$ cat src/hdl/dpc_consts.vh
// constants shared by the drive panel control block
`ifndef DPC_CONSTS_VH
`define DPC_CONSTS_VH

// register byte offsets on the apb slave
`define DPC_OFS_CTRL        12'h000
`define DPC_OFS_STATUS      12'h004
`define DPC_OFS_IRQ_STAT    12'h008
`define DPC_OFS_IRQ_MASK    12'h00C

// control register fields
`define DPC_CTRL_RUN_EN     0
`define DPC_CTRL_INH_SET    1
`define DPC_CTRL_RESET      32'h00000001

// status register fields
`define DPC_ST_STATE_LSB    0
`define DPC_ST_READY        4
`define DPC_ST_ONTRACK      5
`define DPC_ST_PARK         6
`define DPC_ST_INHIBIT      7
`define DPC_ST_FAULT        8
`define DPC_ST_AT_SPEED     9
`define DPC_ST_STOPPED      10
`define DPC_ST_DOOR_LOCK    11
`define DPC_ST_MOTOR        12
`define DPC_ST_SHUTDOWN     13

// interrupt event bits
`define DPC_EV_FAULT        0
`define DPC_EV_UNDERSPEED   1
`define DPC_EV_READY        2
`define DPC_EV_PARKED       3
`define DPC_EV_WIDTH        4

// timing
`define DPC_CLK_MHZ         100
`define DPC_INDEX_LIMIT_MS  45
`define DPC_INDEX_LIMIT_CYC (`DPC_INDEX_LIMIT_MS * 1000 * `DPC_CLK_MHZ)
`define DPC_DEBOUNCE_MS     5
`define DPC_DEBOUNCE_CYC    (`DPC_DEBOUNCE_MS * 1000 * `DPC_CLK_MHZ)

`endif

$ cat src/hdl/dpc_debounce.v
// synchroniser and debouncer for front-panel switch inputs
`timescale 1ns/1ps
module dpc_debounce #(
    parameter WIDTH = 2,
    parameter COUNT = 500000
) (
    // clock and reset
    input  wire             sys_clk,
    input  wire             rstn,
    // raw switches and clean results
    input  wire [WIDTH-1:0] rawIn,
    output wire [WIDTH-1:0] level,
    output wire [WIDTH-1:0] rise
);
    genvar i;
    generate
        for (i = 0; i < WIDTH; i = i + 1) begin : gBit
            reg        meta_q;
            reg        sync_q;
            reg        level_q;
            reg        rise_q;
            reg [31:0] cnt_q;
            // two-flop synchroniser, first flop feeds only the second
            always @(posedge sys_clk or negedge rstn) begin
                if (!rstn) begin
                    meta_q <= 1'b0;
                    sync_q <= 1'b0;
                end else begin
                    meta_q <= rawIn[i];
                    sync_q <= meta_q;
                end
            end
            // accept a new level only after it held for COUNT cycles
            always @(posedge sys_clk or negedge rstn) begin
                if (!rstn) begin
                    cnt_q   <= 32'h00000000;
                    level_q <= 1'b0;
                    rise_q  <= 1'b0;
                end else begin
                    rise_q <= 1'b0;
                    if (sync_q == level_q) begin
                        cnt_q <= 32'h00000000;
                    end else if (cnt_q >= COUNT - 1) begin
                        cnt_q   <= 32'h00000000;
                        level_q <= sync_q;
                        rise_q  <= sync_q; // one pulse per press, at its start
                    end else begin
                        cnt_q <= cnt_q + 32'h00000001;
                    end
                end
            end
            assign level[i] = level_q;
            assign rise[i]  = rise_q;
        end
    endgenerate
endmodule // dpc_debounce

$ cat src/hdl/dpc_index_timer.v
// once-per-revolution interval timer: speed and stop detection
`timescale 1ns/1ps
module dpc_index_timer #(
    parameter LIMIT = 4500000
) (
    // clock and reset
    input  wire sys_clk,
    input  wire rstn,
    // index mark and results
    input  wire indexPulse,
    output wire atSpeed,
    output wire overLimit
);
    reg        prev_q;
    reg [31:0] cnt_q;
    reg [1:0]  marks_q;
    reg        over_q;
    // count cycles since the last index edge, saturating at the limit
    always @(posedge sys_clk or negedge rstn) begin
        if (!rstn) begin
            prev_q  <= 1'b0;
            cnt_q   <= 32'h00000000;
            marks_q <= 2'h0;
            over_q  <= 1'b1; // no marks yet: treat the spindle as stopped
        end else begin
            prev_q <= indexPulse;
            if (indexPulse && !prev_q) begin
                cnt_q  <= 32'h00000000;
                over_q <= 1'b0;
                if (marks_q != 2'h3) begin
                    marks_q <= marks_q + 2'h1;
                end
            end else if (cnt_q >= LIMIT - 1) begin
                over_q  <= 1'b1;
                marks_q <= 2'h0; // need fresh marks before speed is trusted again
            end else begin
                cnt_q <= cnt_q + 32'h00000001;
            end
        end
    end
    // a speed verdict needs three marks, so two short intervals in a row
    assign atSpeed   = (marks_q == 2'h3) && !over_q;
    assign overLimit = over_q;
endmodule // dpc_index_timer

$ cat src/hdl/dpc_panel_ctrl.v
// drive front-panel sequencing, latches, lamps and apb registers
//
// Contract
// - time index intervals; at about 45 ms call speed unsafe and cycle down
// - park position removes motor drive so the spindle coasts to a stop
// - run with interlocks safe: lock door, spin up, load heads, ready lamp
// - park: unload heads, stop rotation, unlock door once stopped, park lamp
// - inhibit press while clear sets inhibit, blocks writes, clears fault
// - inhibit press while set clears inhibit and permits writes
// - power lamp follows presence of operating power
// - ready only at speed, heads loaded, interlocks safe; drops on park
// - on-track only when ready, no seek or restore, heads settled
// - fault sets on erase/write current without write gate or dead lamp
// - fault clears on inhibit press or a park-then-run cycle
// - controller command sets inhibit; park-then-run cycle clears it
// - park lamp only with heads retracted and spindle stopped
// - write-active lamp lit for exactly each write operation
// - read-active lamp lit for exactly each read operation
// - entering run drives the positioner forward toward cylinder zero
//
// The APB interface to the registers and the register addresses are this design's own decisions.
`timescale 1ns/1ps
`include "dpc_consts.vh"
module dpc_panel_ctrl #(
    parameter INDEX_LIMIT_CYC = `DPC_INDEX_LIMIT_CYC,
    parameter DEBOUNCE_CYC    = `DPC_DEBOUNCE_CYC
) (
    // clock and reset
    input  wire        sys_clk,
    input  wire        rstn,
    // apb slave
    input  wire        psel,
    input  wire        penable,
    input  wire        pwrite,
    input  wire [11:0] paddr,
    input  wire [31:0] pwdata,
    output reg  [31:0] prdata,
    output reg         pready,
    output reg         pslverr,
    output reg         irq,
    // front-panel switches
    input  wire        runSwitch,
    input  wire        inhibitSwitch,
    // drive sensors
    input  wire        powerOk,
    input  wire        interlocksSafe,
    input  wire        indexPulse,
    input  wire        headsLoaded,
    input  wire        headsRetracted,
    input  wire        seekBusy,
    input  wire        headsSettled,
    input  wire        eraseCurrent,
    input  wire        writeCurrent,
    input  wire        xducerLampOk,
    // controller side
    input  wire        writeGate,
    input  wire        readGate,
    input  wire        inhibitCmd,
    output reg         writeEnable,
    // actuators
    output reg         doorLock,
    output reg         motorOn,
    output reg         headsForward,
    output reg         headsRetract,
    // lamps
    output reg         readyLamp,
    output reg         on_track_lamp,
    output reg         parkLamp,
    output reg         power_present_lamp,
    output reg         write_inhibit,
    output reg         faultLamp,
    output reg         write_active_lamp,
    output reg         readActiveLamp
);
    // sequencer states
    localparam [2:0] S_PARKED   = 3'h0;
    localparam [2:0] S_SPINUP   = 3'h1;
    localparam [2:0] S_LOADING  = 3'h2;
    localparam [2:0] S_READY    = 3'h3;
    localparam [2:0] S_UNLOAD   = 3'h4;
    localparam [2:0] S_SPINDOWN = 3'h5;

    reg  [2:0]  state_q;
    reg  [2:0]  state_d;
    reg         shutdown_q;
    reg         runCycle;
    reg  [31:0] ctrl_q;
    reg  [`DPC_EV_WIDTH-1:0] irqStat_q;
    reg  [`DPC_EV_WIDTH-1:0] irqMask_q;
    reg  [`DPC_EV_WIDTH-1:0] events;
    reg  [31:0] readMux;
    reg         mapped;
    wire [1:0]  swLevel;
    wire [1:0]  swRise;
    wire        atSpeed;
    wire        stopped;
    wire        runSel;
    wire        inhPress;
    wire        setup;
    wire        access;
    wire        wrAcc;
    wire        rdAcc;
    wire        inhSetSw;
    wire        faultCause;
    wire        underspeed;

    // switch conditioning
    dpc_debounce #(
        .WIDTH (2),
        .COUNT (DEBOUNCE_CYC)
    ) uDeb (
        .sys_clk (sys_clk),
        .rstn    (rstn),
        .rawIn   ({inhibitSwitch, runSwitch}),
        .level   (swLevel),
        .rise    (swRise)
    );
    assign runSel   = swLevel[0] && ctrl_q[`DPC_CTRL_RUN_EN];
    assign inhPress = swRise[1];

    // spindle speed watch
    dpc_index_timer #(
        .LIMIT (INDEX_LIMIT_CYC)
    ) uIdx (
        .sys_clk    (sys_clk),
        .rstn       (rstn),
        .indexPulse (indexPulse),
        .atSpeed    (atSpeed),
        .overLimit  (stopped)
    );
    // once up to speed, a long interval means unsafe speed
    assign underspeed = stopped && ((state_q == S_LOADING) || (state_q == S_READY));

    // apb phases; pready is high in the first access cycle, so there are no wait states
    assign setup  = psel && !penable;
    assign access = psel && penable && pready;
    assign wrAcc  = access && pwrite;
    assign rdAcc  = access && !pwrite;
    assign inhSetSw = wrAcc && (paddr == `DPC_OFS_CTRL) && pwdata[`DPC_CTRL_INH_SET];

    // sequencer next state
    always @* begin
        state_d  = state_q;
        runCycle = 1'b0;
        case (state_q)
            S_PARKED: begin
                // shutdown latch forces a trip through park before restart
                if (runSel && interlocksSafe && !shutdown_q) begin
                    state_d  = S_SPINUP;
                    runCycle = 1'b1;
                end
            end
            S_SPINUP: begin
                if (!runSel || !interlocksSafe) begin
                    state_d = S_SPINDOWN;
                end else if (atSpeed) begin
                    state_d = S_LOADING;
                end
            end
            S_LOADING: begin
                if (!runSel || !interlocksSafe || underspeed) begin
                    state_d = S_UNLOAD;
                end else if (headsLoaded) begin
                    state_d = S_READY;
                end
            end
            S_READY: begin
                if (!runSel || !interlocksSafe || underspeed || !headsLoaded) begin
                    state_d = S_UNLOAD;
                end
            end
            S_UNLOAD: begin
                if (headsRetracted) begin
                    state_d = S_SPINDOWN;
                end
            end
            S_SPINDOWN: begin
                // door stays locked until the spindle has really stopped
                if (stopped) begin
                    state_d = S_PARKED;
                end
            end
            default: begin
                state_d = S_UNLOAD;
            end
        endcase
    end

    // sequencer state and shutdown latch
    always @(posedge sys_clk or negedge rstn) begin
        if (!rstn) begin
            state_q    <= S_PARKED;
            shutdown_q <= 1'b0;
        end else begin
            state_q <= state_d;
            if (underspeed) begin
                shutdown_q <= 1'b1;
            end else if (!swLevel[0]) begin
                shutdown_q <= 1'b0;
            end
        end
    end

    // actuators follow the sequencer state
    always @(posedge sys_clk or negedge rstn) begin
        if (!rstn) begin
            doorLock     <= 1'b0;
            motorOn      <= 1'b0;
            headsForward <= 1'b0;
            headsRetract <= 1'b0;
        end else begin
            doorLock     <= (state_d != S_PARKED);
            motorOn      <= (state_d == S_SPINUP) || (state_d == S_LOADING) ||
                            (state_d == S_READY);
            headsForward <= (state_d == S_LOADING);
            headsRetract <= (state_d == S_UNLOAD);
        end
    end

    // fault and inhibit latches; a set in the same cycle beats a clear
    assign faultCause = ((eraseCurrent || writeCurrent) && !writeGate) || !xducerLampOk;
    always @(posedge sys_clk or negedge rstn) begin
        if (!rstn) begin
            faultLamp     <= 1'b0;
            write_inhibit <= 1'b0;
        end else begin
            if (faultCause) begin
                faultLamp <= 1'b1;
            end else if (inhPress || runCycle) begin
                faultLamp <= 1'b0;
            end
            if (inhibitCmd || inhSetSw) begin
                write_inhibit <= 1'b1;
            end else if (inhPress) begin
                write_inhibit <= !write_inhibit;
            end else if (runCycle) begin
                write_inhibit <= 1'b0;
            end
        end
    end

    // lamps and write permission
    always @(posedge sys_clk or negedge rstn) begin
        if (!rstn) begin
            readyLamp          <= 1'b0;
            on_track_lamp      <= 1'b0;
            parkLamp           <= 1'b0;
            power_present_lamp <= 1'b0;
            writeEnable        <= 1'b0;
            write_active_lamp  <= 1'b0;
            readActiveLamp     <= 1'b0;
        end else begin
            readyLamp          <= (state_d == S_READY);
            on_track_lamp      <= (state_d == S_READY) && !seekBusy && headsSettled;
            parkLamp           <= (state_d == S_PARKED) && headsRetracted && stopped;
            power_present_lamp <= powerOk;
            writeEnable        <= (state_d == S_READY) && !write_inhibit &&
                                  !inhibitCmd;
            write_active_lamp  <= writeGate && (state_d == S_READY) && !write_inhibit;
            readActiveLamp     <= readGate && (state_d == S_READY);
        end
    end

    // interrupt events: fault, underspeed, ready reached, parked reached
    always @* begin
        events = {`DPC_EV_WIDTH{1'b0}};
        events[`DPC_EV_FAULT]      = faultCause && !faultLamp;
        events[`DPC_EV_UNDERSPEED] = underspeed;
        events[`DPC_EV_READY]      = (state_d == S_READY) && (state_q != S_READY);
        events[`DPC_EV_PARKED]     = (state_d == S_PARKED) && (state_q != S_PARKED);
    end

    // status word for software
    always @* begin
        readMux = 32'h00000000;
        readMux[`DPC_ST_STATE_LSB+2:`DPC_ST_STATE_LSB] = state_q;
        readMux[`DPC_ST_READY]     = readyLamp;
        readMux[`DPC_ST_ONTRACK]   = on_track_lamp;
        readMux[`DPC_ST_PARK]      = parkLamp;
        readMux[`DPC_ST_INHIBIT]   = write_inhibit;
        readMux[`DPC_ST_FAULT]     = faultLamp;
        readMux[`DPC_ST_AT_SPEED]  = atSpeed;
        readMux[`DPC_ST_STOPPED]   = stopped;
        readMux[`DPC_ST_DOOR_LOCK] = doorLock;
        readMux[`DPC_ST_MOTOR]     = motorOn;
        readMux[`DPC_ST_SHUTDOWN]  = shutdown_q;
    end

    // address decode for the data captured in setup
    always @* begin
        mapped = 1'b1;
        case (paddr)
            `DPC_OFS_CTRL:     mapped = 1'b1;
            `DPC_OFS_STATUS:   mapped = 1'b1;
            `DPC_OFS_IRQ_STAT: mapped = 1'b1;
            `DPC_OFS_IRQ_MASK: mapped = 1'b1;
            default:           mapped = 1'b0;
        endcase
    end

    // apb handshake and read data, captured at setup so outputs are flops
    always @(posedge sys_clk or negedge rstn) begin
        if (!rstn) begin
            pready  <= 1'b0;
            pslverr <= 1'b0;
            prdata  <= 32'h00000000;
        end else begin
            pready  <= setup;
            pslverr <= setup && !mapped;
            if (setup && !pwrite) begin
                case (paddr)
                    `DPC_OFS_CTRL:     prdata <= ctrl_q;
                    `DPC_OFS_STATUS:   prdata <= readMux;
                    `DPC_OFS_IRQ_STAT: prdata <= {28'h0000000, irqStat_q};
                    `DPC_OFS_IRQ_MASK: prdata <= {28'h0000000, irqMask_q};
                    default:           prdata <= 32'h00000000;
                endcase
            end else if (!psel) begin
                prdata <= 32'h00000000;
            end
        end
    end

    // software registers; inhibit-set bit is a self-clearing command
    always @(posedge sys_clk or negedge rstn) begin
        if (!rstn) begin
            ctrl_q    <= `DPC_CTRL_RESET;
            irqMask_q <= {`DPC_EV_WIDTH{1'b0}};
            irqStat_q <= {`DPC_EV_WIDTH{1'b0}};
            irq       <= 1'b0;
        end else begin
            if (wrAcc && (paddr == `DPC_OFS_CTRL)) begin
                ctrl_q <= {31'h00000000, pwdata[`DPC_CTRL_RUN_EN]};
            end
            if (wrAcc && (paddr == `DPC_OFS_IRQ_MASK)) begin
                irqMask_q <= pwdata[`DPC_EV_WIDTH-1:0];
            end
            // read clears only the bits it reported; events since setup survive
            if (rdAcc && (paddr == `DPC_OFS_IRQ_STAT)) begin
                irqStat_q <= (irqStat_q & ~prdata[`DPC_EV_WIDTH-1:0]) | events;
            end else begin
                irqStat_q <= irqStat_q | events;
            end
            irq <= |((irqStat_q | events) & irqMask_q);
        end
    end
endmodule // dpc_panel_ctrl

$ cat config.mk
export PLATFORM = sky130hd
export DESIGN_NAME = dpc_panel_ctrl
export DESIGN_NICKNAME = d
export VERILOG_FILES = /design/src/hdl/dpc_debounce.v /design/src/hdl/dpc_index_timer.v /design/src/hdl/dpc_panel_ctrl.v
export VERILOG_INCLUDE_DIRS = /design/src /design/src/hdl
export SDC_FILE = /design/constraint.sdc
export NUM_CORES = 1
export LEC_CHECK = 0
export BUFFER_PORTS_ARGS = -buffer_cell sky130_fd_sc_hd__buf_2
export CORE_MARGIN = 2
export CORE_UTILIZATION = 61
export DETAILED_ROUTE_END_ITERATION = 16
export PLACE_DENSITY = 0.86
export SLEW_MARGIN = 20
export SYNTH_ARGS = -nofsm -noshare
export SYNTH_HDL_FRONTEND = slang
export SYNTH_SLANG_ARGS = --single-unit
$ cat constraint.sdc
create_clock -name sys_clk -period 4.4 [get_ports sys_clk]
set_input_delay 0.22 -clock sys_clk [delete_from_list [all_inputs] [get_ports sys_clk]]
set_output_delay 0.22 -clock sys_clk [all_outputs]
set_load 0.02 [all_outputs]
* After elaboration in Yosys (flattened, before gate mapping)
Cells that the tools add are included.
Storage, ports and cells: register bits after elaboration 168, latch bits 0, memories 0, input port bits 64, memory bits (writable) 0, logic and storage cells 174, memory bits (read-only) 0, output and inout port bits 48
Operators by class: add/sub/neg operators 4, shift-type cells 0, div/mod/pow operators 0, multiplexer cells 36, equality and inequality tests 21, bitwise logic cells 7, multipliers 0, reductions and logical operators 68, $lt $le $gt $ge 3
Operator list (count):
- 2-to-1 mux 32 bit | 8
- adder 32 x 1 -> 32 bit, second input constant | 3
- >= comparator 32 x 19 -> 1 bit, second input constant | 2
- one-hot mux 14 bit (4 select lines) | 1
- >= comparator 32 x 23 -> 1 bit, second input constant | 1
- logical AND 1 bit | 30
- equality test 12 x 4 -> 1 bit, second input constant | 2
- 2-to-1 mux 3 bit | 8
- one-hot mux 3 bit (6 select lines) | 1
- zero test 1 bit | 15
- 2-to-1 mux 1 bit | 14
- equality test 12 x 3 -> 1 bit, second input constant | 1
- equality test 3 x 2 -> 1 bit, second input constant | 4
- zero test 12 bit | 1
- logical OR 1 bit | 10
- equality test 3 bit, second input constant | 3
- nonzero test 3 bit | 3
- bitwise AND 4 bit | 2
- OR 4 bit | 2
- OR reduction 4 bit | 2
- equality test 3 x 1 -> 1 bit, second input constant | 2
- zero test 3 bit | 2
- 2-to-1 mux 2 bit | 3
- inequality test 2 bit, second input constant | 3
- other kinds (10) | 16

* Logic depth before layout (Yosys ltp)
Gate-level depths: netlist of the first run.
depth after elaboration 12, mapped depth 8, depth with buffers taken out 6

* Hierarchy
Synthesis of the first run repeated with hierarchy kept, for this count alone.
Unflattened totals: cells, all modules 632, area, all modules 6859.1 sq um
Modules (own cells, without submodules):
- dpc_debounce | times used 1, area an instance 2877.8 sq um, cells an instance 255, seq. area each 1801.7 sq um
- dpc_panel_ctrl | times used 1, area an instance 2119.5 sq um, cells an instance 188, seq. area each 1077.3 sq um
- dpc_index_timer | times used 1, area an instance 1861.8 sq um, cells an instance 189, seq. area each 902.1 sq um

* Worst setup path before layout of the first run
OpenSTA, ideal clock, no wires.
path type reg-to-reg, start point register uIdx.cnt_q[0], end point register uIdx.cnt_q[20], arrival time 1.939 ns, stages on the path, launching flop included 7, required time 4.280 ns, clock period less this slack 2.059 ns, buffers on the path 0, slack 2.341 ns, setup time 0.120 ns, path through dfrtp_1 -> ha_1 -> nand4_4 -> or4_4 -> nor4_4 -> a31oi_1 -> a41o_1
Between the ends: cells in the longest elaborated chain, start to end 3, elaborated cells between the ends (all ways) 5, those cells by class 1 x add/sub; 1 x order compare; 1 x eq/ne; 2 x mux
Ends and longest elaborated chain:
- start: declaration | RTL line dpc_index_timer.v:15 | reg [31:0] cnt_q;
- start signal: assignment | RTL line dpc_index_timer.v:37 | cnt_q <= cnt_q + 32'h00000001;
- adder 32 x 1 -> 32 bit | RTL line dpc_index_timer.v:37
- 2-to-1 mux 32 bit | RTL line dpc_index_timer.v:33 | end else if (cnt_q >= LIMIT - 1) begin
- 2-to-1 mux 32 bit | RTL line dpc_index_timer.v:27 | if (indexPulse && !prev_q) begin
Several ways; a longest one is shown, not always the timed one. The select of a mux whose other input is x is not followed. A chain may end at the register's enable or synchronous reset.

* Final worst setup path of the first run
start point register uIdx.cnt_q[0], end point register uIdx.cnt_q[2]
The elaborated chain is that of the path after synthesis.

==> results of run 1 <==
==> layout make-up <==
class | count | area (um2) | area share [%]
Timing Repair Buffer | 85 | 529 | 6.68
Multi-Input combinational cell | 468 | 2830 | 35.7
Clock buffer | 17 | 414 | 5.23
Clock inverter | 15 | 166 | 2.10
Tap cell | 140 | 175 | 2.21
Inverter | 13 | 48.8 | 0.616
Sequential cell | 150 | 3760 | 47.4
==> flip-flops by register name (all words and copies together) (netlist names), 2 cells and up <==
name	flops
uIdx.marks_q	2
uDeb.gBit.cnt_q	64
prdata	14
state_q	3
irqMask_q	4
uDeb.gBit.sync_q	2
uDeb.gBit.meta_q	2
uDeb.gBit.level_q	2
uIdx.cnt_q	32
irqStat_q	4
==> power by group <==
part	switching [mW]	internal, mW
Sequential	0.0442	1.43
Combinational	0.127	0.0818
Clock	0.605	0.821
==> logic make-up (layout without fill, tap and decap cells) <==
group           after synthesis  in the layout  synth area share (%)
fa+ha+maj                     4              4                 0.748
other cells                   1             44                0.0560
simple gates                272            272                  21.7
flops                       150            150                  56.1
compound gates               95             95                  9.63
mux                          16             16                  2.77
xor+xnor                     37             37                  4.84
buf+inv                      51            130                  4.19
==> layer usage <==
metal / vias up / part of all wire, % / track usage, %
met5: - / 0 / 0
met4: 0 / 1.9 / 9.52
met3: 34 / 6.3 / 7.77
met2: 220 / 52 / 44.4
met1: 2543 / 40 / 31.7
li1: 2405 / - / -
==> cell usage in the layout (no fill, tap or decap), drive strengths merged, types with 7 or more instances in the layout <==
cell type	Yosys	routed
a21oi	22	22
dfrtp	148	148
clkbuf	13	18
mux2	10	10
nor2b	8	8
nor2	67	67
inv	13	20
and2	13	13
nand3	26	26
nand2	41	41
nand2b	7	7
nor3	27	27
nand4	18	18
o21ai	17	17
xor2	12	12
buf	23	66
conb	1	44
nor4	17	17
or4	7	7
a21o	8	8
dlygate4sd3	0	18
and3	19	19
xnor2	25	25
a22o	10	10
==> cell usage after synthesis, types with 3 or more instances <==
cell type / number
dfrtp_1: 148
nor2_1: 67
nand2_1: 41
nor3_1: 27
nand3_1: 26
xnor2_1: 25
a21oi_1: 22
and3_1: 18
buf_4: 18
nand4_1: 17
o21ai_0: 16
nor4_1: 14
and2_1: 13
inv_1: 13
clkbuf_1: 12
xor2_1: 12
a22o_1: 10
mux2_2: 10
a21o_1: 8
nor2b_1: 8
nand2b_1: 7
a31oi_1: 6
o31ai_1: 6
or3_1: 6
or4_1: 6
a211oi_1: 5
buf_2: 5
mux2i_1: 5
a41o_1: 4
ha_1: 4
nor3b_1: 4
a31o_2: 3
nand4b_1: 3
or2_2: 3
==> worst max-delay path: cells and delay by family (launching register included) <==
kind                     cells  cell delay (ps)
flip-flops                   1              430
adder cells (fa/ha/maj)      1              300
AO/OA/AOI/OAI                4             1420
AND/OR/NAND/NOR              1              170
==> worst max-delay path by stage <==
stage	slack, ps	to
2_1_floorplan	2340	uIdx.cnt_q[20]$_DFFE_PN0P_
3_3_place_gp	2120	uIdx.cnt_q[12]$_DFFE_PN0P_
3_5_place_dp	2060	uIdx.cnt_q[11]$_DFFE_PN0P_
4_1_cts	2030	uIdx.cnt_q[2]$_DFFE_PN0P_
5_1_grt	1770	uIdx.cnt_q[11]$_DFFE_PN0P_
6_report	1970	uIdx.cnt_q[2]$_DFFE_PN0P_
==> through the flow <==
stage                     hold WS (ps)  std cells  cell area, um2  util [%]  worst slack [ps]
after floorplan                  -75.6        669            6860         -              2340
after global placement             327        838            7150      66.2              2120
after detailed placement           330        838            7150      66.2              2060
after CTS                         65.7        888            7910      73.3              2030
after global routing               122        888            7920      73.4              1770
final                             92.5        888            7920      73.4              1970
==> what timing repair did <==
item / 4_1_cts / 5_1_grt
setup endpoints to repair: 0 / 0
hold endpoints to repair: 133 / 0
hold buffers: 18 / 0
==> flow_summary.toml, run 1 <==
[critical_path]
rrSetupSlack_ps = 1970
reg2reg_to = "uIdx.cnt_q[2]$_DFFE_PN0P_"
cp_max_fo = 14
startpoint = "uIdx.cnt_q[0]$_DFFE_PN0P_"
cp.required_ps = 4830
r2r_start = "uIdx.cnt_q[0]$_DFFE_PN0P_"
cp-end-kind = "flip-flop"
start_kind = "flip-flop"
max_stage_delay_ps = 860
path_class = "reg -> reg"
path_cells = "ha_1, nand4_4, a211oi_1, o211ai_1, a31oi_1, a41o_1"
crit_arrival_ps = 2860
r2r_cells = 6
cp_slowest_cell = "o211ai_1"

[global_route]
grt.overflow.total = 0
grt_antenna_before_repair = 0
grt_pass1_wl_mm = 23.7
grt_max_degree = 116
grt_usage_pct = 26.1
grt_pass1_vias = 5083

[synth]
synth-seq-cells = 150
synth-edff-count = 0
synth_top_area_share_pct = 55.3
postSynthAreaPerCell_um2 = 10.7
ys.flop_type = "dfrtp_1"
yosysSeqAreaShare_pct = 56.1
synth_warnings = 0
syn-instance-count = 626
yosys-top-cells-area = "dfrtp_1, nor2_1, xnor2_1, nand2_1, buf_4"
synth_area_mm2 = 0.00669
synth.distinct_cells = 59
async_flop_share_pct = 100
synth_top_area_cell = "dfrtp_1"

[min_path]
min_to = "faultLamp$_DFFE_PN0P_"
hold_path.class = "in -> reg"
worstHoldPathCells = 4
min-delay-start = "eraseCurrent"

[drt]
drt-pass1-iter-count = 5
ant_nets = 0
wl_mm = 14.6
vias = 5202
drt_iter0_drc = 546
avgViaCountPerCell = 5.86
drc_errors = 0
wl_per_cell_um = 16.4

[die]
core_mm2 = 0.0108
die_h_um = 109
initial_core_util_pct = 62.0
die_w_um = 109
pin_count = 112
row_count = 38
die_area_mm2 = 0.0118

[run]
drv_cap = 0

[clocking]
ctsResizeCount = 0
clock_path_buffers = 2
clk_pin_slew_worst_paths_ps = 60
cts_sinks = 150
insertion_delay_ps = 540
cts_max_level = 4
cts_buffers = 17
cts_tree = "built"
clock-root-buffer = "clkbuf_8"
postCtsSetupBuffers = 0

[timing]
final_max_slew_viol_count = 0
setup_viol = 0
relSlewSlack_pct = 29.6
finalClockSkew_ps = 7.00
fmax_mhz = 411
finalCritPeriodShare_pct = 55.2
period_needed_ps = 2430
hold_violations = 0
worstMarginPinSlew_ps = 1050
rsz0062_at_grt = "false"
tns_ps = 0

[finish]
nFillCells = 698
drive_above_1_share_pct = 16.6
finalNetCount = 803
diodes = 0
area_growth_pct = 18.3

[power_and_ir_drop]
powerDensity_mw_per_mm2 = 392
peakVddDrop_mv = 0.327
p_total_mw = 3.10
p_leak_nw = 3.61

[run_status]
status = "completed"

[placed_design]
port-buffer-count = 65
dp_hpwl_mm = 8.87
gp_congestion = 0.858
Note: power is estimated with default switching activity, not from simulation.
==> inputs of run 2 (changes only) <==
--- a/config.mk
+++ b/config.mk
@@ -8,9 +8,9 @@
 export LEC_CHECK = 0
 export BUFFER_PORTS_ARGS = -buffer_cell sky130_fd_sc_hd__buf_2
 export CORE_MARGIN = 2
-export CORE_UTILIZATION = 61
+export CORE_UTILIZATION = 56
 export DETAILED_ROUTE_END_ITERATION = 16
-export PLACE_DENSITY = 0.86
+export PLACE_DENSITY = 0.79
 export SLEW_MARGIN = 20
 export SYNTH_ARGS = -nofsm -noshare
 export SYNTH_HDL_FRONTEND = slang
==> constraint.sdc (replaced) <==
create_clock -name sys_clk -period 2.3 [get_ports sys_clk]
set_input_delay 0.115 -clock sys_clk [delete_from_list [all_inputs] [get_ports sys_clk]]
set_output_delay 0.115 -clock sys_clk [all_outputs]
set_load 0.02 [all_outputs]
==> run 2 against run 1 <==
Compared with the run above:
- final cell count grew 1.8%
- fmax grew 13%
- core utilization shrank 3.2 points
- critical endpoint is now uIdx.cnt_q[18]$_DFFE_PN0P_
- wire length shrank 2.2%
- non-clock buffer count grew 13
- sequential cell count is the same
- sequential power grew 91%
==> flow_summary.toml, run 2 (synthesized netlist as in run 1, its figures left out) <==
[run_status]
status = "completed"

[timing]
finalCritPeriodShare_pct = 93.9
setup_viol = 0
final_max_slew_viol_count = 0
fmax_mhz = 463
hold_violations = 0
period_needed_ps = 2160
rsz0062_at_grt = "false"
relSlewSlack_pct = 46.7
finalClockSkew_ps = 9.02
worstMarginPinSlew_ps = 800
tns_ps = 0

[finish]
area_growth_pct = 21.2
fin_area_mm2 = 0.00811
largest_reg_flops = 64
final_common_cell = "dfrtp_1"
nFillCells = 817
reg_top3 = "uDeb.gBit.cnt_q: 64 flops, uIdx.cnt_q: 32 flops, prdata: 14 flops"
finalNetCount = 816
layout_common_cells = "dfrtp_1, nor2_1, buf_2"
drive_above_1_share_pct = 18.5
regMostFlops = "uDeb.gBit.cnt_q"
diodes = 0

[drt]
avgViaCountPerCell = 5.71
drt_iter0_drc = 461
vias = 5160
drc_errors = 0
ant_nets = 0
drt-pass1-iter-count = 5
wl_mm = 14.2
wl_per_cell_um = 15.8

[clocking]
cts_tree = "built"
clock_path_buffers = 2
cts_sinks = 150
insertion_delay_ps = 430
cts_buffers = 17
clk_pin_slew_worst_paths_ps = 60
postCtsSetupBuffers = 0
cts_max_level = 4
clock-root-buffer = "clkbuf_16"

[power_and_ir_drop]
pwr-share-clk_pct = 48.6
sw_frac_of_total_pct = 22.1
power.net_switching_mw = 1.38
powerDensity_mw_per_mm2 = 771
p_int_mw = 4.87
peakVddDrop_mv = 0.581
p_seq_share_pct = 44.9
p_leak_nw = 3.71
power_frac_comb_pct = 6.5

[critical_path]
cp_max_fo = 7
reg2reg_to = "uIdx.cnt_q[18]$_DFFE_PN0P_"
cp.required_ps = 2610
r2r_cells = 7
cp-end-kind = "flip-flop"
rrSetupSlack_ps = 140
start_kind = "flip-flop"
path_class = "reg -> reg"
r2r_start = "uIdx.cnt_q[0]$_DFFE_PN0P_"
crit_arrival_ps = 2470

[global_route]
grt_antenna_before_repair = 0
grt_max_degree = 56
grt.overflow.total = 0
grt_pass1_wl_mm = 24.1
grt_pass1_vias = 5177
grt_usage_pct = 23.7

[die]
die_area_mm2 = 0.0128
die_w_um = 113
initial_core_util_pct = 57.9
core_mm2 = 0.0116
row_count = 39
die_h_um = 113
pin_count = 112

[min_path]
worstHoldPathCells = 3
hold_path.class = "in -> reg"
min_to = "faultLamp$_DFFE_PN0P_"
min-delay-start = "xducerLampOk"

[run]
drv_cap = 0

[placed_design]
gp_congestion = 0.841
dp_hpwl_mm = 9.22
port-buffer-count = 65
place_area_mm2 = 0.00727
==> run 2: changes by cell type in the layout (fill, tap and decap cells not counted), sizes merged <==
cell         previous run  this run
buf                    66        81
bufinv                  2         5
clkbuf                 18        19
clkinv                  4         6
dlygate4sd3            18        17
inv                    20        13
==> run 2: area by class of cell <==
class,count,area [um2],area share (%)
tap,143,179,2.21
timing repair buffer,98,634,7.82
inverter,13,48.8,0.602
multi-input combinational,468,2840,35.0
sequential,150,3760,46.3
clock inverter,13,203,2.50
clock buffer,19,453,5.58
==> run 2: worst max-delay path: stages (launching register included) <==
cell and delay (ps):
dfrtp_1 400, ha_1 280, nand4_4 180, or4_4 600, nor4_4 250, buf_4 170, xnor2_1 110, nor2_1 50
==> run 2: how the worst max path moves through the flow <==
stage,startpoint,end,slack [ps],cells past startpoint
2_1_floorplan,uIdx.cnt_q[0]$_DFFE_PN0P_,uIdx.cnt_q[20]$_DFFE_PN0P_,240,6
3_3_place_gp,uIdx.cnt_q[0]$_DFFE_PN0P_,uIdx.marks_q[0]$_DFFE_PN0P_,140,6
3_5_place_dp,uIdx.cnt_q[0]$_DFFE_PN0P_,uIdx.marks_q[0]$_DFFE_PN0P_,90,6
4_1_cts,uIdx.cnt_q[0]$_DFFE_PN0P_,uIdx.cnt_q[6]$_DFFE_PN0P_,40,6
5_1_grt,uIdx.cnt_q[0]$_DFFE_PN0P_,uIdx.cnt_q[22]$_DFFE_PN0P_,4,7
6_report,uIdx.cnt_q[0]$_DFFE_PN0P_,uIdx.cnt_q[18]$_DFFE_PN0P_,140,7
==> run 2: through the flow <==
step	std cells	utilization, %	total power, mW	hold WS [ps]	setup slack, ps
2_1_floorplan	669	-	3.09	-181	241
3_3_place_gp	855	62.8	3.21	66.1	141
3_5_place_dp	855	62.8	3.24	74.9	86.2
4_1_cts	904	70.0	6.30	0.0833	41.7
5_1_grt	904	70.1	6.48	9.76	4.31
6_report	904	70.1	6.25	9.94	140
==> run 2: repair_timing <==
action	in CTS	in global routing
hold endpoints to repair	64	0
resized for setup	0	4
setup endpoints to repair	0	11
hold buffers	17	0
==> run 2: metal layers <==
metal | share of wire [%] | track usage (%)
met1 | 42 | 29.6
met2 | 51 | 39.4
met3 | 4.9 | 6.70
met4 | 2.1 | 8.78
met5 | 0 | 0
==> run 2: power groups by stage <==
stage | clock (mW) | sequential, mW | combinational (mW)
after floorplan | 0 | 2.85 | 0.238
after global placement | 0 | 2.84 | 0.369
after detailed placement | 0 | 2.85 | 0.385
after CTS | 3.09 | 2.80 | 0.409
after global routing | 3.20 | 2.82 | 0.466
final | 3.04 | 2.81 | 0.408
==> inputs of run 3 (changes only) <==
--- a/config.mk
+++ b/config.mk
@@ -6,11 +6,12 @@
 export SDC_FILE = /design/constraint.sdc
 export NUM_CORES = 1
 export LEC_CHECK = 0
+export ABC_AREA = 1
 export BUFFER_PORTS_ARGS = -buffer_cell sky130_fd_sc_hd__buf_2
 export CORE_MARGIN = 2
-export CORE_UTILIZATION = 56
+export CORE_UTILIZATION = 57
 export DETAILED_ROUTE_END_ITERATION = 16
-export PLACE_DENSITY = 0.79
+export PLACE_DENSITY = 0.8
 export SLEW_MARGIN = 20
 export SYNTH_ARGS = -nofsm -noshare
 export SYNTH_HDL_FRONTEND = slang
==> run 3 against run 2 <==
Compared with the run above:
- sequential share of layout area down 2.4 points
- core utilization is 1.5 points lower
- clock power shrank 7.2%
- highest routed layer unchanged
- non-clock buffer count fell by 8
- synthesized area rose by 7.5%
- total power shrank 3.4%
- setup slack better by 65 ps
- first-iteration DRC count decreased by 0.65%
- wire length increased by 4.7%
==> flow_summary.toml, run 3 <==
[clocking]
postCtsSetupBuffers = 0
ctsResizeCount = 0
clock_path_buffers = 2
insertion_delay_ps = 420
ctsHoldBuffers = 17
cts_sinks = 150
clock-root-buffer = "clkbuf_16"
cts_buffers = 17
cts_tree = "built"
clk_pin_slew_worst_paths_ps = 60
cts_max_level = 4

[power_and_ir_drop]
powerDensity_mw_per_mm2 = 707
power_frac_comb_pct = 6.8
power.net_switching_mw = 1.45
sw_frac_of_total_pct = 24.0
p_total_mw = 6.04
p_int_mw = 4.59
p_seq_share_pct = 46.5
pwr-share-clk_pct = 46.7
p_leak_nw = 4.09
peakVddDrop_mv = 0.594

[global_route]
grt_antenna_before_repair = 0
grt_max_degree = 63
grt_pass1_wl_mm = 24.7
grt_usage_pct = 23.4
grt.overflow.total = 0
grt_pass1_vias = 5326

[finish]
layout_common_cells = "nand2_1, nor2_1, dfrtp_1"
reg_top3 = "uDeb.gBit.cnt_q: 64 flops, uIdx.cnt_q: 32 flops, prdata: 14 flops"
fin_area_mm2 = 0.00855
area_growth_pct = 18.8
final_common_cell = "nand2_1"
regMostFlops = "uDeb.gBit.cnt_q"
finalNetCount = 1073
diodes = 0
largest_reg_flops = 64
final_util_pct = 68.6
final_cells = 1190
drive_above_1_share_pct = 12.3
nFillCells = 1016

[synth]
synth-edff-count = 0
synth_top_area_cell = "dfrtp_1"
synth_area_mm2 = 0.00720
synth_most_common_cell = "nand2_1"
synth-seq-cells = 150
synth_warnings = 0
postSynthAreaPerCell_um2 = 8.15
async_flop_share_pct = 100
synth_common_cells = "nand2_1, nor2_1, dfrtp_1, inv_1, nand3_1"
synth_top_area_share_pct = 51.5
ys.flop_type = "dfrtp_1"
yosysSeqAreaShare_pct = 52.2
syn-instance-count = 883
yosys-top-cells-area = "dfrtp_1, nand2_1, nor2_1, inv_1, xor2_1"
synth.distinct_cells = 42

[timing]
setup_viol = 0
hold_violations = 0
tns_ps = 0
finalClockSkew_ps = 6.69
final_max_slew_viol_count = 0
finalCritPeriodShare_pct = 91.1
fmax_mhz = 477
rsz0062_at_grt = "false"
period_needed_ps = 2090
worstMarginPinSlew_ps = 555
relSlewSlack_pct = 62.7

[die]
core_mm2 = 0.0125
die_w_um = 116
initial_core_util_pct = 57.7
pin_count = 112
die_h_um = 116
die_area_mm2 = 0.0135
row_count = 41

[placed_design]
dp_hpwl_mm = 10.0
place_area_mm2 = 0.00777
dp.cells = 1141
gp_congestion = 0.928
port-buffer-count = 65

[critical_path]
cp_max_fo = 6
crit_arrival_ps = 2450
cp.required_ps = 2660
start_kind = "flip-flop"
cp-end-kind = "flip-flop"
path_class = "reg -> reg"
rrSetupSlack_ps = 210

[drt]
wl_per_cell_um = 12.5
drt_iter0_drc = 458
ant_nets = 0
drc_errors = 0
wl_mm = 14.9
vias = 5885
avgViaCountPerCell = 4.95
drt-pass1-iter-count = 5

[min_path]
hold_path.class = "in -> reg"

[run]
drv_cap = 0

[run_status]
status = "completed"
-- run 3: cell type report --
type	instances	area [um2]	area share, %
Tap cell	172	215	2.52
Clock inverter	14	175	2.05
Multi-Input combinational cell	649	3040	35.5
Clock buffer	18	429	5.02
Timing Repair Buffer	90	574	6.72
Sequential cell	150	3760	43.9
Inverter	97	364	4.26
-- run 3: worst paths after layout --
check,start,end,cells past startpoint
min reg2reg,uDeb.gBit[0].meta_q$_DFF_PN0_,uDeb.gBit[0].sync_q$_DFF_PN0_,0
max,state_q[1]$_DFF_PN0_,on_track_lamp$_DFF_PN0_,9
min in group asynchronous,rstn,uDeb.gBit[1].cnt_q[5]$_DFF_PN0_,2
max in group asynchronous,rstn,uIdx.overLimit$_DFFE_PN1P_,3
min,xducerLampOk,faultLamp$_DFFE_PN0P_,3
max reg2reg,state_q[1]$_DFF_PN0_,on_track_lamp$_DFF_PN0_,9
-- run 3: cell families after synthesis --
family / Yosys count / share of synthesized area, %
XOR/XNOR: 40 / 4.87
flip-flops: 150 / 52.2
buffers and inverters: 127 / 7.89
multiplexers: 2 / 0.313
other: 1 / 0.0521
AND/OR/NAND/NOR: 496 / 28.8
adder cells (fa/ha/maj): 4 / 0.696
AO/OA/AOI/OAI: 63 / 5.18
-- run 3: metal layers --
metal	wire length [um]	global-route usage, %	vias to the layer above
met2	7200	39.1	160
met4	320	7.14	0
li1	-	-	2954
met5	0	0	-
met1	6690	30.1	2747
met3	702	6.28	24
-- run 3: critical path, cell delays in order (launching register included) --
cell           delay [ps]
dfrtp_1               390
inv_1                 180
nor2_2                 80
nand2_1               150
nand2_1                90
inv_2                  90
nand3_1               100
buf_4                 190
nor3b_1               190
dlygate4sd3_1         580
-- run 3: per-stage QoR --
stage	setup slack [ps]	hold slack, ps
2_1_floorplan	606	-181
6_report	205	12.1
3_3_place_gp	388	130
4_1_cts	225	7.15
5_1_grt	33.2	21.3
3_5_place_dp	287	131
-- run 3: power by group through the flow --
stage,clock network (mW),registers [mW],logic [mW]
CTS,2.86,2.81,0.407
floorplan,0,2.85,0.244
finish,2.82,2.81,0.408
detailed placement,0,2.86,0.383
global placement,0,2.85,0.373
global route,2.99,2.82,0.468
